**src/shared/tsc_defines.vh**
```
/*
  Constants for the tile status and control register bank: register
  numbers, writable masks, field positions and fixed values.
  Assumes it is included by bare name from each design file that uses it.
*/
`ifndef TSC_DEFINES_VH
`define TSC_DEFINES_VH

// Register numbers
`define TSC_REG_TILE_CTRL      8'h02
`define TSC_REG_BOOT_STATUS    8'h03
`define TSC_REG_SECURITY       8'h05
`define TSC_REG_OSC_CTRL       8'h06
`define TSC_REG_OSC_COUNT0     8'h07
`define TSC_REG_OSC_COUNT1     8'h08
`define TSC_REG_OSC_COUNT2     8'h09
`define TSC_REG_OSC_COUNT3     8'h0a
`define TSC_REG_MEM_CAPACITY   8'h0c

// Writable bits and reset values
`define TSC_TILE_CTRL_MASK     32'h03ffff36
`define TSC_TILE_CTRL_RESET    32'h00000000
`define TSC_SECURITY_MASK      32'h80005fb1
`define TSC_SECURITY_RESET     32'h00000000
`define TSC_OSC_CTRL_MASK      32'h00000003
`define TSC_OSC_CTRL_RESET     32'h00000000

// Tile control fields
`define TSC_TC_DELAY_HI        25
`define TSC_TC_DELAY_LO        18
`define TSC_TC_DIV_HI          17
`define TSC_TC_DIV_LO          9
`define TSC_TC_PORT_EN_BIT     8
`define TSC_TC_DYNAMIC_BIT     5
`define TSC_TC_DIV_EN_BIT      4
`define TSC_TC_UTMI_SEL_BIT    2
`define TSC_TC_ULPI_EN_BIT     1

// Boot status fields
`define TSC_BS_PROC_HI         23
`define TSC_BS_PROC_LO         16
`define TSC_BS_OVERRIDE_BIT    8
`define TSC_BS_CORE1_OFF_BIT   5
`define TSC_BS_SKIP_POLL_BIT   4
`define TSC_BS_FROM_RAM_BIT    3
`define TSC_BS_FROM_JTAG_BIT   2
`define TSC_BS_PLL_HI          1
`define TSC_BS_PLL_LO          0

// Security fields
`define TSC_SEC_WRITE_LOCK_BIT 31
`define TSC_SEC_GLOBAL_DBG_BIT 14
`define TSC_SEC_LOCK_ALL_BIT   12
`define TSC_SEC_SECTOR_HI      11
`define TSC_SEC_SECTOR_LO      8
`define TSC_SEC_REDUNDANCY_BIT 7
`define TSC_SEC_OTP_BOOT_BIT   5
`define TSC_SEC_JTAG_CFG_BIT   4
`define TSC_SEC_JTAG_TAP_BIT   0

// Ring oscillator control fields
`define TSC_OSC_CORE_EN_BIT    1
`define TSC_OSC_PERIPH_EN_BIT  0

// Strap synchroniser fill: cycles until stage three holds a pin sample
`define TSC_STRAP_FILL         2'h3

// Memory capacity in bytes; bits 1:0 always read zero
`define TSC_MEM_CAPACITY_BYTES 32'h00010000

`endif

```
**src/verilog/tsc_ring_osc_counter.v**
```verilog
/*
  One ring oscillator counter: synchronises the oscillator output into
  the tile clock and counts its rising edges in 16 bits.
  Assumes porRst is a power-on reset only; the system reset never
  clears the count.
*/
`timescale 1ns/1ps
`default_nettype none

module tsc_ring_osc_counter (
  input  wire        clock,
  input  wire        porRst,
  input  wire        oscIn,
  output reg  [15:0] count_reg
);

  reg syncA_reg;
  reg syncB_reg;
  reg syncC_reg;
  reg level_reg;

  // Three stage synchroniser; a level counts once stages two and three agree
  always @(posedge clock) begin
    if (porRst) begin
      syncA_reg <= 1'b0;
      syncB_reg <= 1'b0;
      syncC_reg <= 1'b0;
      level_reg <= 1'b0;
      count_reg <= 16'h0000;
    end else begin
      syncA_reg <= oscIn;
      syncB_reg <= syncA_reg;
      syncC_reg <= syncB_reg;
      if (syncB_reg == syncC_reg) begin
        level_reg <= syncC_reg;
        if (syncC_reg && !level_reg) begin
          count_reg <= count_reg + 16'h0001;
        end
      end
    end
  end

endmodule // tsc_ring_osc_counter

`default_nettype wire

```
**src/verilog/tsc_tx_clock_gen.v**
```verilog
/*
  RGMII transmit clock divider and data launch delay.
  Assumes clock is the PLL output that the tile runs on.
*/
`timescale 1ns/1ps
`default_nettype none

module tsc_tx_clock_gen (
  input  wire       clock,
  input  wire       rst,
  input  wire       enable,
  input  wire [8:0] divider,
  input  wire [7:0] dataDelay,
  output reg        txClk_reg,
  output reg        txLaunch_reg
);

  reg [8:0] count_reg;
  reg [7:0] delay_reg;
  reg       pending_reg;

  always @(posedge clock) begin
    if (rst || !enable) begin
      count_reg    <= 9'h000;
      txClk_reg    <= 1'b0;
      delay_reg    <= 8'h00;
      pending_reg  <= 1'b0;
      txLaunch_reg <= 1'b0;
    end else begin
      // Counter wraps at the divider, or at once when a smaller divider was written
      if (count_reg >= divider) begin
        count_reg <= 9'h000;
      end else begin
        count_reg <= count_reg + 9'h001;
      end
      if (count_reg == divider) begin
        txClk_reg <= 1'b1;
      end else if (count_reg == (divider >> 1)) begin
        txClk_reg <= 1'b0;
      end
      // Data launch follows each rising edge by dataDelay plus one cycles
      txLaunch_reg <= 1'b0;
      if (count_reg == divider) begin
        pending_reg <= 1'b1;
        delay_reg   <= dataDelay;
      end else if (pending_reg) begin
        if (delay_reg == 8'h00) begin
          pending_reg  <= 1'b0;
          txLaunch_reg <= 1'b1;
        end else begin
          delay_reg <= delay_reg - 8'h01;
        end
      end
    end
  end

endmodule // tsc_tx_clock_gen

`default_nettype wire

```
**src/verilog/tsc_status_regs.v**
```verilog
/*
  Processor status register bank of one tile: tile control, boot
  status, security configuration, ring oscillator control and counts,
  memory capacity.
  Assumes one-cycle read and write strobes from the tile's processor on
  the same clock, and ring oscillator outputs arriving asynchronously.
*/
`timescale 1ns/1ps
`default_nettype none

`include "tsc_defines.vh"

module tsc_status_regs (
  input  wire        clock,
  input  wire        rst,
  input  wire        porRst,
  input  wire        psWriteEn,
  input  wire        psReadEn,
  input  wire [7:0]  psAddr,
  input  wire [31:0] psWriteData,
  output reg  [31:0] psReadData,
  output reg         psReadValid,
  output reg         psAccessError,
  input  wire [7:0]  processorNumber,
  input  wire [1:0]  bootPllModePin,
  input  wire        bootFromJtag,
  input  wire        bootFromRam,
  input  wire        core1PoweredOff,
  input  wire        skipOtpLevelPoll,
  input  wire        otpSecurityLoad,
  input  wire [31:0] otpSecurityWord,
  input  wire        allThreadsPaused,
  input  wire [3:0]  ringOscIn,
  output wire [3:0]  ringOscEnable,
  output wire        rgmiiTxClk,
  output wire        rgmiiTxLaunch,
  output wire        rgmiiPortsEnable,
  output reg         coreClkDivideActive,
  output wire        usbUtmiSelect,
  output wire        ulpiModuleEnable,
  output wire        otpLockAll,
  output wire [3:0]  otpSectorLock,
  output wire        otpRedundancyEnable,
  output wire        bootFromOtp,
  output wire        jtagConfigBlock,
  output wire        jtagTapBlock,
  output wire        globalDebugBlock
);

  reg  [31:0] tileCtrl_reg;
  reg  [31:0] tileCtrl_next;
  reg  [31:0] security_reg;
  reg  [31:0] security_next;
  reg  [31:0] oscCtrl_reg;
  reg  [31:0] oscCtrl_next;
  reg  [31:0] readData_next;
  reg         readKnown;
  reg         writeOk;
  reg  [1:0]  pllSyncA_reg;
  reg  [1:0]  pllSyncB_reg;
  reg  [1:0]  pllSyncC_reg;
  reg  [1:0]  pllStrap_reg;
  reg         strapTaken_reg;
  wire [31:0] bootStatus;
  wire [15:0] oscCount [0:3];
  wire        securityLocked;
  reg  [1:0]  strapFill_reg;
  reg         divideActive_next;
  wire [7:0]  txDataDelay;
  wire [8:0]  txDivider;

  // Tile control outputs
  assign rgmiiPortsEnable = tileCtrl_reg[`TSC_TC_PORT_EN_BIT];
  assign usbUtmiSelect    = tileCtrl_reg[`TSC_TC_UTMI_SEL_BIT];
  assign ulpiModuleEnable = tileCtrl_reg[`TSC_TC_ULPI_EN_BIT];
  assign txDataDelay      = tileCtrl_reg[`TSC_TC_DELAY_HI:`TSC_TC_DELAY_LO];
  assign txDivider        = tileCtrl_reg[`TSC_TC_DIV_HI:`TSC_TC_DIV_LO];

  // Security outputs
  assign securityLocked      = security_reg[`TSC_SEC_WRITE_LOCK_BIT];
  assign otpLockAll          = security_reg[`TSC_SEC_LOCK_ALL_BIT];
  assign otpSectorLock       =
    security_reg[`TSC_SEC_SECTOR_HI:`TSC_SEC_SECTOR_LO];
  assign otpRedundancyEnable = security_reg[`TSC_SEC_REDUNDANCY_BIT];
  assign bootFromOtp         = security_reg[`TSC_SEC_OTP_BOOT_BIT];
  assign jtagConfigBlock     = security_reg[`TSC_SEC_JTAG_CFG_BIT];
  assign jtagTapBlock        = security_reg[`TSC_SEC_JTAG_TAP_BIT];
  assign globalDebugBlock    = security_reg[`TSC_SEC_GLOBAL_DBG_BIT];

  // Oscillator enables: 0,1 tile cell and wire; 2,3 peripheral cell and wire
  genvar j;
  generate
    for (j = 0; j < 4; j = j + 1) begin : oscEnables
      if (j < 2) begin : coreSide
        assign ringOscEnable[j] = oscCtrl_reg[`TSC_OSC_CORE_EN_BIT];
      end else begin : periphSide
        assign ringOscEnable[j] = oscCtrl_reg[`TSC_OSC_PERIPH_EN_BIT];
      end
    end
  endgenerate

  // Boot status word, reserved bits zero
  assign bootStatus = {
    8'h00,
    processorNumber,
    7'h00,
    security_reg[`TSC_SEC_OTP_BOOT_BIT],
    2'h0,
    core1PoweredOff,
    skipOtpLevelPoll,
    bootFromRam,
    bootFromJtag,
    pllStrap_reg
  };

  // Strap pins pass three flip-flops; the fill count waits for real samples in stage three
  always @(posedge clock) begin
    if (rst) begin
      pllSyncA_reg  <= 2'h0;
      pllSyncB_reg  <= 2'h0;
      pllSyncC_reg  <= 2'h0;
      strapFill_reg <= 2'h0;
    end else begin
      pllSyncA_reg <= bootPllModePin;
      pllSyncB_reg <= pllSyncA_reg;
      pllSyncC_reg <= pllSyncB_reg;
      if (strapFill_reg != `TSC_STRAP_FILL) begin
        strapFill_reg <= strapFill_reg + 2'h1;
      end
    end
  end

  // Strap value caught once after the fill, when stages two and three agree
  always @(posedge clock) begin
    if (rst) begin
      pllStrap_reg   <= 2'h0;
      strapTaken_reg <= 1'b0;
    end else begin
      if (!strapTaken_reg && (strapFill_reg == `TSC_STRAP_FILL) &&
          (pllSyncB_reg == pllSyncC_reg)) begin
        pllStrap_reg   <= pllSyncC_reg;
        strapTaken_reg <= 1'b1;
      end
    end
  end

  // Tile control next value
  always @* begin
    tileCtrl_next = tileCtrl_reg;
    if (psWriteEn && (psAddr == `TSC_REG_TILE_CTRL)) begin
      tileCtrl_next = psWriteData & `TSC_TILE_CTRL_MASK;
    end
  end

  // Security next value; the OTP copy wins over a software write in the same cycle
  always @* begin
    security_next = security_reg;
    if (otpSecurityLoad) begin
      security_next = otpSecurityWord & `TSC_SECURITY_MASK;
    end else if (psWriteEn && (psAddr == `TSC_REG_SECURITY) && !securityLocked) begin
      security_next = psWriteData & `TSC_SECURITY_MASK;
    end
  end

  // Oscillator control next value
  always @* begin
    oscCtrl_next = oscCtrl_reg;
    if (psWriteEn && (psAddr == `TSC_REG_OSC_CTRL)) begin
      oscCtrl_next = psWriteData & `TSC_OSC_CTRL_MASK;
    end
  end

  // Writes accepted: tile control, oscillator control, unlocked security
  always @* begin
    writeOk = 1'b0;
    case (psAddr)
      `TSC_REG_TILE_CTRL: begin
        writeOk = 1'b1;
      end
      `TSC_REG_SECURITY: begin
        writeOk = !securityLocked;
      end
      `TSC_REG_OSC_CTRL: begin
        writeOk = 1'b1;
      end
      default: begin
        writeOk = 1'b0;
      end
    endcase
  end

  // Read multiplexer
  always @* begin
    readData_next = 32'h00000000;
    readKnown     = 1'b1;
    case (psAddr)
      `TSC_REG_TILE_CTRL: begin
        readData_next = tileCtrl_reg;
      end
      `TSC_REG_BOOT_STATUS: begin
        readData_next = bootStatus;
      end
      `TSC_REG_SECURITY: begin
        readData_next = security_reg;
      end
      `TSC_REG_OSC_CTRL: begin
        readData_next = oscCtrl_reg;
      end
      `TSC_REG_OSC_COUNT0: begin
        readData_next = {16'h0000, oscCount[0]};
      end
      `TSC_REG_OSC_COUNT1: begin
        readData_next = {16'h0000, oscCount[1]};
      end
      `TSC_REG_OSC_COUNT2: begin
        readData_next = {16'h0000, oscCount[2]};
      end
      `TSC_REG_OSC_COUNT3: begin
        readData_next = {16'h0000, oscCount[3]};
      end
      `TSC_REG_MEM_CAPACITY: begin
        readData_next = `TSC_MEM_CAPACITY_BYTES & 32'hfffffffc;
      end
      default: begin
        readKnown = 1'b0;
      end
    endcase
  end

  // Tile control register
  always @(posedge clock) begin
    if (rst) begin
      tileCtrl_reg <= `TSC_TILE_CTRL_RESET;
    end else begin
      tileCtrl_reg <= tileCtrl_next;
    end
  end

  // Security configuration, clear until the OTP copy or a software write arrives
  always @(posedge clock) begin
    if (rst) begin
      security_reg <= `TSC_SECURITY_RESET;
    end else begin
      security_reg <= security_next;
    end
  end

  // Ring oscillator control register
  always @(posedge clock) begin
    if (rst) begin
      oscCtrl_reg <= `TSC_OSC_CTRL_RESET;
    end else begin
      oscCtrl_reg <= oscCtrl_next;
    end
  end

  // Read answer, one cycle after the strobe
  always @(posedge clock) begin
    if (rst) begin
      psReadData  <= 32'h00000000;
      psReadValid <= 1'b0;
    end else begin
      psReadValid <= psReadEn;
      psReadData  <= psReadEn ? readData_next : 32'h00000000;
    end
  end

  // Refused access flag, one cycle after the strobe
  always @(posedge clock) begin
    if (rst) begin
      psAccessError <= 1'b0;
    end else begin
      psAccessError <= (psWriteEn && !writeOk) || (psReadEn && !readKnown);
    end
  end

  // Dynamic mode divides only while every active thread is paused
  always @* begin
    divideActive_next = 1'b0;
    if (tileCtrl_reg[`TSC_TC_DIV_EN_BIT]) begin
      if (tileCtrl_reg[`TSC_TC_DYNAMIC_BIT]) begin
        divideActive_next = allThreadsPaused;
      end else begin
        divideActive_next = 1'b1;
      end
    end
  end

  // Divide request is registered
  always @(posedge clock) begin
    if (rst) begin
      coreClkDivideActive <= 1'b0;
    end else begin
      coreClkDivideActive <= divideActive_next;
    end
  end

  // Transmit clock divider; divider field already holds ratio minus one
  tsc_tx_clock_gen txClockGen (
    .clock        (clock),
    .rst          (rst),
    .enable       (rgmiiPortsEnable),
    .divider      (txDivider),
    .dataDelay    (txDataDelay),
    .txClk_reg    (rgmiiTxClk),
    .txLaunch_reg (rgmiiTxLaunch)
  );

  // One counter per ring oscillator, cleared only by power-on reset
  genvar i;
  generate
    for (i = 0; i < 4; i = i + 1) begin : oscCounters
      tsc_ring_osc_counter oscCounter (
        .clock     (clock),
        .porRst    (porRst),
        .oscIn     (ringOscIn[i]),
        .count_reg (oscCount[i])
      );
    end
  endgenerate

endmodule // tsc_status_regs

`default_nettype wire

```
**config.mk**
```make
export PLATFORM = sky130hd
export DESIGN_NAME = tsc_status_regs
export DESIGN_NICKNAME = d
export VERILOG_FILES = /design/src/verilog/tsc_ring_osc_counter.v /design/src/verilog/tsc_tx_clock_gen.v /design/src/verilog/tsc_status_regs.v
export VERILOG_INCLUDE_DIRS = /design/src /design/src/shared
export SDC_FILE = /design/constraint.sdc
export NUM_CORES = 1
export LEC_CHECK = 0
export ABC_CLOCK_PERIOD_IN_PS = 2800
export BUFFER_PORTS_ARGS = -buffer_cell sky130_fd_sc_hd__buf_2
export CAP_MARGIN = 0
export CORE_MARGIN = 2
export CORE_UTILIZATION = 56
export DETAILED_ROUTE_END_ITERATION = 6
export GPL_TIMING_DRIVEN = 1
export PLACE_DENSITY = 0.88
export SLEW_MARGIN = 40
export SYNTH_ARGS = -nofsm -noshare
export SYNTH_HDL_FRONTEND = slang
export SYNTH_SLANG_ARGS = --single-unit
```
**constraint.sdc**
```tcl
create_clock -name clock -period 2.8 [get_ports clock]
set_clock_uncertainty 0.15 [all_clocks]
set_input_delay 0 -clock clock [delete_from_list [all_inputs] [get_ports clock]]
set_output_delay 0 -clock clock [all_outputs]
set_load 0.02 [all_outputs]
```
==> results.py, run 1 <==
metrics = {
    "outcome": {
        "status": "finished, final reports clean",
    },
    "yosys": {
        "synth-seq-area-share_pct": 42.5,
        "synth-async-reset-ratio_pct": 0,
        "synth_cell_types": 65,
        "synth_edf_count": 0,
        "synth_area_um2": 8290,
        "synth_area_leaders": "dfxtp_1, a21oi_1, nand2_1",
        "syn_avg_cell_area_um2": 8.85,
        "yosys.area.top_type": "dfxtp_1",
        "synth_cells": 936,
        "synth.most_common_cell": "dfxtp_1",
        "yosys_register_bits": 176,
        "synth_flop_cell": "dfxtp_1",
        "yosysWarnings": 0,
        "synthTopCellsByCount": "dfxtp_1, nand2_1, nor2_1",
        "yosys.area.top_type_share_pct": 42.5,
    },
    "setup_path": {
        "reg2reg_depth": 6,
        "crit_required_ps": 3020,
        "cpMostUsedCell": "dlygate4sd3_1",
        "crit_chain": "dlygate4sd3_1, clkbuf_4, nand2b_1, nor4_4, buf_4, a32oi_1, dlygate4sd3_1, nor2_1, dlygate4sd3_1",
        "worstPathArrival_ps": 2920,
        "cp_slowest_stage_delay_ps": 600,
        "path_class": "in2reg",
        "reg2reg_setup_slack_ps": 370,
        "crit_family": "buffers and inverters",
        "critPathMaxFanout": 21,
        "startpoint_type": "input port",
        "cp.depth": 9,
        "cp.buffers_inverters": 5,
        "cp-end-kind": "flop",
        "slowest_stage": "dlygate4sd3_1",
    },
    "grt": {
        "grt_max_degree": 48,
        "antenna_found_initial": 0,
        "grt_pass1_vias": 7815,
        "grt_pass1_wl_mm": 40.3,
        "grt_usage_pct": 31.9,
        "grt_remaining_overflow": 0,
    },
    "timing": {
        "period_needed_ps": 2700,
        "relSlewSlack_pct": 51.7,
        "tightest_slew_ps": 714,
        "fmax_mhz": 371,
        "drv_slew": 0,
        "fin_crit_sh_pct": 96.3,
        "finalSetupViolCount": 0,
        "hold_viol": 0,
        "fin_tns_setup_ps": 0,
        "grt_setup_unrepaired": "no",
    },
    "finish": {
        "stdcell_area_um2": 10300,
        "multi_input_area_um2": 4370,
        "largest_reg_flops": 64,
        "utilization_pct": 71.1,
        "seq_area_um2": 3520,
        "drive_above_1_share_pct": 17.7,
        "fillers": 953,
        "fin_nets": 1211,
        "syn2layout_area_growth_pct": 24.2,
        "fin_cells": 1295,
    },
    "route": {
        "vias": 8051,
        "firstDrtPassIters": 5,
        "vias_per_cell": 6.22,
        "ant_nets": 0,
        "drtIter0Drc": 989,
        "drc": 0,
        "wl_per_cell_um": 19.5,
        "wirelength_mm": 25.3,
    },
    "cts": {
        "cts_root_buf": "clkbuf_16",
        "clock_sinks": 176,
        "clockBufferDepth": 2,
        "clk_latency_ps": 440,
        "htreeDepth": 4,
        "postCtsSetupRepairBufs": 0,
        "clk_pin_slew_worst_paths_ps": 60,
        "numCtsBuffers": 17,
        "tritoncts": "yes",
    },
    "min_path": {
        "hp-class": "in2reg",
        "holdPathStages": 4,
    },
    "placement": {
        "io_buffers": 117,
        "dp_hpwl_mm": 15.1,
        "placed_cell_area_um2": 8920,
        "place.gp.congestion": 0.899,
        "place_inst": 1190,
    },
    "power_and_ir_drop": {
        "p_leak_uw": 0.00384,
        "p_per_area_nw_per_um2": 534,
        "power_uw": 5500,
        "peakVddDrop_mv": 0.430,
    },
    "die": {
        "start_util_pct": 57.2,
        "rows": 44,
        "die_h_um": 126,
        "io_pins": 151,
        "core-area_um2": 14500,
        "die-area_um2": 15800,
        "die_x_um": 126,
    },
    "flow_run": {
        "maxCapViolCount": 0,
    },
}
==> worst min-delay path, stage by stage <==
cell	delay (ps)
buf_2	110
or4_4	210
a21o_2	110
a21oi_1	100
==> repair_timing <==
| action | in CTS | in global routing |
|---|---|---|
| hold buffers | 72 | 1 |
| gates resized for setup | 0 | 1 |
| setup endpoints to repair | 0 | 1 |
| hold endpoints to repair | 64 | 38 |
==> where the power goes <==
part	switching [uW]	internal [uW]	leakage, uW	total (uW)
Combinational	196	168	0.00211	364
Sequential	27.0	2540	0.00142	2560
Clock	973	1600	0.000307	2570
Total	1200	4310	0.00384	5500
==> through the flow <==
step	hold WS [ps]	worst slack, ps
floorplan	-23.1	809
global placement	61.2	780
detailed placement	65.2	694
CTS	4.59	127
global route	50.7	74.4
finish	27.2	105
==> final cells by class <==
class                           count  share of cell area, %
Timing Repair Buffer              206                   14.0
Clock inverter                     10                   1.80
Antenna cell                        1                 0.0243
Clock buffer                       21                   4.37
Sequential cell                   176                   34.2
Multi-Input combinational cell    673                   42.5
Tap cell                          184                   2.24
Inverter                           24                  0.875
==> worst paths after layout <==
kind,from,end
worst min-delay path,psAddr[4],psReadData[5]$_SDFF_PP0_
worst max-delay path,psAddr[1],psReadData[16]$_SDFF_PP0_
worst max register to register,tileCtrl_reg[16]$_SDFFE_PP0P_,psReadData[16]$_SDFF_PP0_
worst min register to register,oscCounters[1].oscCounter.syncA_reg$_SDFF_PP0_,oscCounters[1].oscCounter.syncB_reg$_SDFF_PP0_
==> placed cells by master, fill, tap and decap left out, types with 18 or more instances in the layout <==
master / netlist / routed
dfxtp_1: 176 / 176
xor2_1: 28 / 28
dlygate4sd3_1: 0 / 73
o31ai_1: 18 / 18
buf_2: 13 / 115
nand4_1: 22 / 22
nor2_1: 78 / 78
nor3_1: 28 / 28
a22oi_1: 27 / 27
xnor2_1: 26 / 26
nor2b_1: 36 / 36
inv_1: 24 / 24
a21oi_1: 68 / 68
nand3_1: 26 / 26
nand2_1: 85 / 85
==> cell families (layout without fill, tap and decap cells) <==
logic type / after synthesis / count (layout) / synth area share [%]
multiplexers: 29 / 29 / 3.68
AO/OA/AOI/OAI: 181 / 181 / 14.5
AND/OR/NAND/NOR: 388 / 388 / 26.1
flip-flops: 176 / 176 / 42.5
adder cells (fa/ha/maj): 16 / 16 / 2.42
other: 1 / 6 / 0.0453
XOR/XNOR: 54 / 54 / 5.71
buffers and inverters: 91 / 261 / 5.01
==> metal layers <==
metal	global-route usage, %	part of all wire (%)
met5	0	0
met4	18.6	5.3
met3	5.82	8.6
met2	51.0	46
met1	40.6	40
Note: power is estimated with default switching activity, not from simulation.
==> run 2, diff against run 1 <==
--- a/config.mk
+++ b/config.mk
@@ -7,11 +7,11 @@
 export NUM_CORES = 1
 export LEC_CHECK = 0
 export ABC_CLOCK_PERIOD_IN_PS = 2800
-export BUFFER_PORTS_ARGS = -buffer_cell sky130_fd_sc_hd__buf_2
 export CAP_MARGIN = 0
 export CORE_MARGIN = 2
-export CORE_UTILIZATION = 56
+export CORE_UTILIZATION = 64
 export DETAILED_ROUTE_END_ITERATION = 6
+export DONT_BUFFER_PORTS = 1
 export GPL_TIMING_DRIVEN = 1
 export PLACE_DENSITY = 0.88
 export SLEW_MARGIN = 40
==> run 2 against run 1 <==
  * The run now ends with design-rule violations left
  * Global-route usage rose by 13 points
  * Non-clock buffer count fell by 42
  * Total power fell by 3.9%
  * Clock power fell by 7%
  * Die area fell by 12%
  * Worst setup slack improved by 3.3 ps
  * Sequential share of layout area fell by 0.64 points
  * Cell area rose by 1.9%
  * First-iteration DRC count rose by 78%
  * Utilization rose by 12 points
  * Hold slack improved by 33 ps
  * Register-to-register slack got worse by 260 ps
  * Critical path type is now reg2reg
  * Critical endpoint is now psReadData[14]$_SDFF_PP0_
==> results.py, run 2 (synthesized netlist as in run 1, its figures left out) <==
metrics = {
    "finish": {
        "utilization_pct": 83.1,
        "final_cell_mix": "dfxtp_1, dlygate4sd3_1, nand2_1",
        "fin_nets": 1169,
        "largest_reg_flops": 64,
        "fillers": 615,
        "drive_above_1_share_pct": 7.86,
        "layout_commonest_cell": "dfxtp_1",
        "syn2layout_area_growth_pct": 26.6,
    },
    "die": {
        "die-area_um2": 13900,
        "die_x_um": 118,
        "rows": 41,
        "start_util_pct": 65.7,
        "core-area_um2": 12600,
        "io_pins": 151,
        "die_h_um": 118,
    },
    "route": {
        "ant_nets": 0,
        "wirelength_mm": 30.7,
        "wl_per_cell_um": 24.7,
        "drtIter0Drc": 1764,
        "firstDrtPassIters": 7,
        "vias_per_cell": 6.99,
        "vias": 8707,
        "drc": 89,
    },
    "power_and_ir_drop": {
        "p_per_area_nw_per_um2": 504,
        "p_leak_uw": 0.00366,
        "power_uw": 5280,
        "peakVddDrop_mv": 0.340,
    },
    "cts": {
        "tritoncts": "yes",
        "clk_pin_slew_worst_paths_ps": 70,
        "htreeDepth": 4,
        "numCtsBuffers": 17,
        "cts_root_buf": "clkbuf_16",
        "clockBufferDepth": 2,
        "clk_latency_ps": 450,
        "clock_sinks": 176,
    },
    "grt": {
        "grt_util_met3_pct": 21.2,
        "grt_pass1_wl_mm": 48.0,
        "grt_pass1_vias": 8663,
        "grt_max_degree": 84,
        "antenna_found_initial": 6,
        "busiest_layer": "met2",
        "use_met2_pct": 67.1,
        "grt_use_met1_pct": 47.4,
        "grt_remaining_overflow": 0,
        "grt_usage_pct": 44.5,
    },
    "timing": {
        "fin_crit_sh_pct": 96.1,
        "hold_viol": 0,
        "fin_tns_setup_ps": 0,
        "grt_setup_unrepaired": "no",
        "fmax_mhz": 371,
        "fin_worst_hold_slack_ps": 60.3,
        "drv_slew": 0,
        "period_needed_ps": 2690,
        "relSlewSlack_pct": 45.4,
        "finalSetupViolCount": 0,
        "tightest_slew_ps": 814,
    },
    "setup_path": {
        "startpoint_type": "flop",
        "rr_endpoint": "psReadData[14]$_SDFF_PP0_",
        "path_class": "reg2reg",
        "cp_slowest_stage_delay_ps": 660,
        "crit_chain": "a22oi_1, or2_0, dlygate4sd3_1, a31oi_1, dlygate4sd3_1",
        "slowest_stage": "dlygate4sd3_1",
        "reg2reg_depth": 5,
        "crit_end": "psReadData[14]$_SDFF_PP0_",
        "crit_required_ps": 3020,
        "reg2reg_setup_slack_ps": 110,
        "worstPathArrival_ps": 2910,
        "cp-end-kind": "flop",
        "regToRegStartpoint": "security_reg[14]$_SDFFE_PP0P_",
        "critPathMaxFanout": 3,
        "cpMostUsedCell": "dlygate4sd3_1",
        "startpoint": "security_reg[14]$_SDFFE_PP0P_",
    },
    "flow_run": {
        "maxCapViolCount": 0,
    },
    "outcome": {
        "status": "finished, violations left",
        "violations": "design-rule violations",
    },
    "min_path": {
        "hp-class": "in2reg",
    },
    "placement": {
        "dp_hpwl_mm": 14.5,
        "place.gp.congestion": 0.943,
        "io_buffers": 0,
    },
}
run 2: cell types whose count changed in the layout (fill, tap and decap cells not counted), sizes merged:
cell / before / now
inv: 24 / 32
dlymetal6s2s: 0 / 1
clkinv: 4 / 2
dlygate4sd3: 73 / 147
clkinvlp: 1 / 3
bufinv: 5 / 1
dlymetal6s4s: 0 / 2
buf: 132 / 14
clkbuf: 22 / 18
diode: 1 / 4
run 2: per-layer routing:
layer	vias to the layer above	routed length [um]
li1	3591	-
met1	3955	10200
met2	832	13400
met3	325	4150
met4	4	2930
met5	-	40
run 2: repair_timing:
action / in CTS / in global routing
resized for setup: 0 / 6
endpoints found under the hold margin: 166 / 0
setup buffers: 0 / 1
endpoints found under the setup margin: 0 / 25
hold buffers: 152 / 0
run 2: worst min-delay path by stage:
stage                         start                       endpoint  slack [ps]  cells past startpoint
after global routing      psAddr[6]   tileCtrl_reg[4]$_SDFFE_PP0P_          80                      5
after global placement          rst  tileCtrl_reg[18]$_SDFFE_PP0P_         -80                      1
after CTS                 psAddr[3]       psReadData[4]$_SDFF_PP0_           2                      4
after floorplan                 rst         psReadValid$_SDFF_PP0_         -20                      1
after detailed placement        rst  tileCtrl_reg[16]$_SDFFE_PP0P_         -80                      1
final                     psAddr[6]   tileCtrl_reg[4]$_SDFFE_PP0P_          60                      5
run 2: layout make-up:
class                      count  area (um2)  share of cell area [%]
antenna                        4        10.0                  0.0954
clock buffer                  18         439                    4.19
clock inverter                14         144                    1.37
inverter                      24        90.1                   0.859
multi-input combinational    673        4400                    42.0
sequential                   176        3520                    33.6
tap                          172         215                    2.05
timing repair buffer         164        1670                    15.9
run 2: report_power, final:
part / leakage, uW / internal, uW / switching (uW)
clock network: 0.000280 / 1280 / 1110
logic: 0.00195 / 152 / 157
registers: 0.00142 / 2530 / 50.2
total: 0.00366 / 3970 / 1320
run 2: stage by stage:
step                      instance area [um2]  setup WS (ps)  instances
after floorplan                          8300            809        940
after global placement                   8280            482       1054
after detailed placement                 8310            654       1056
after CTS                               10400           13.2       1240
after global routing                    10500           60.1       1242
final                                   10500            108       1245
run 2: critical path, delay by kind of cell (launching register included):
| kind | cells | cell delay, ps |
|---|---|---|
| buffers and inverters | 2 | 1220 |
| AO/OA/AOI/OAI | 2 | 390 |
| flip-flops | 1 | 630 |
| AND/OR/NAND/NOR | 1 | 220 |
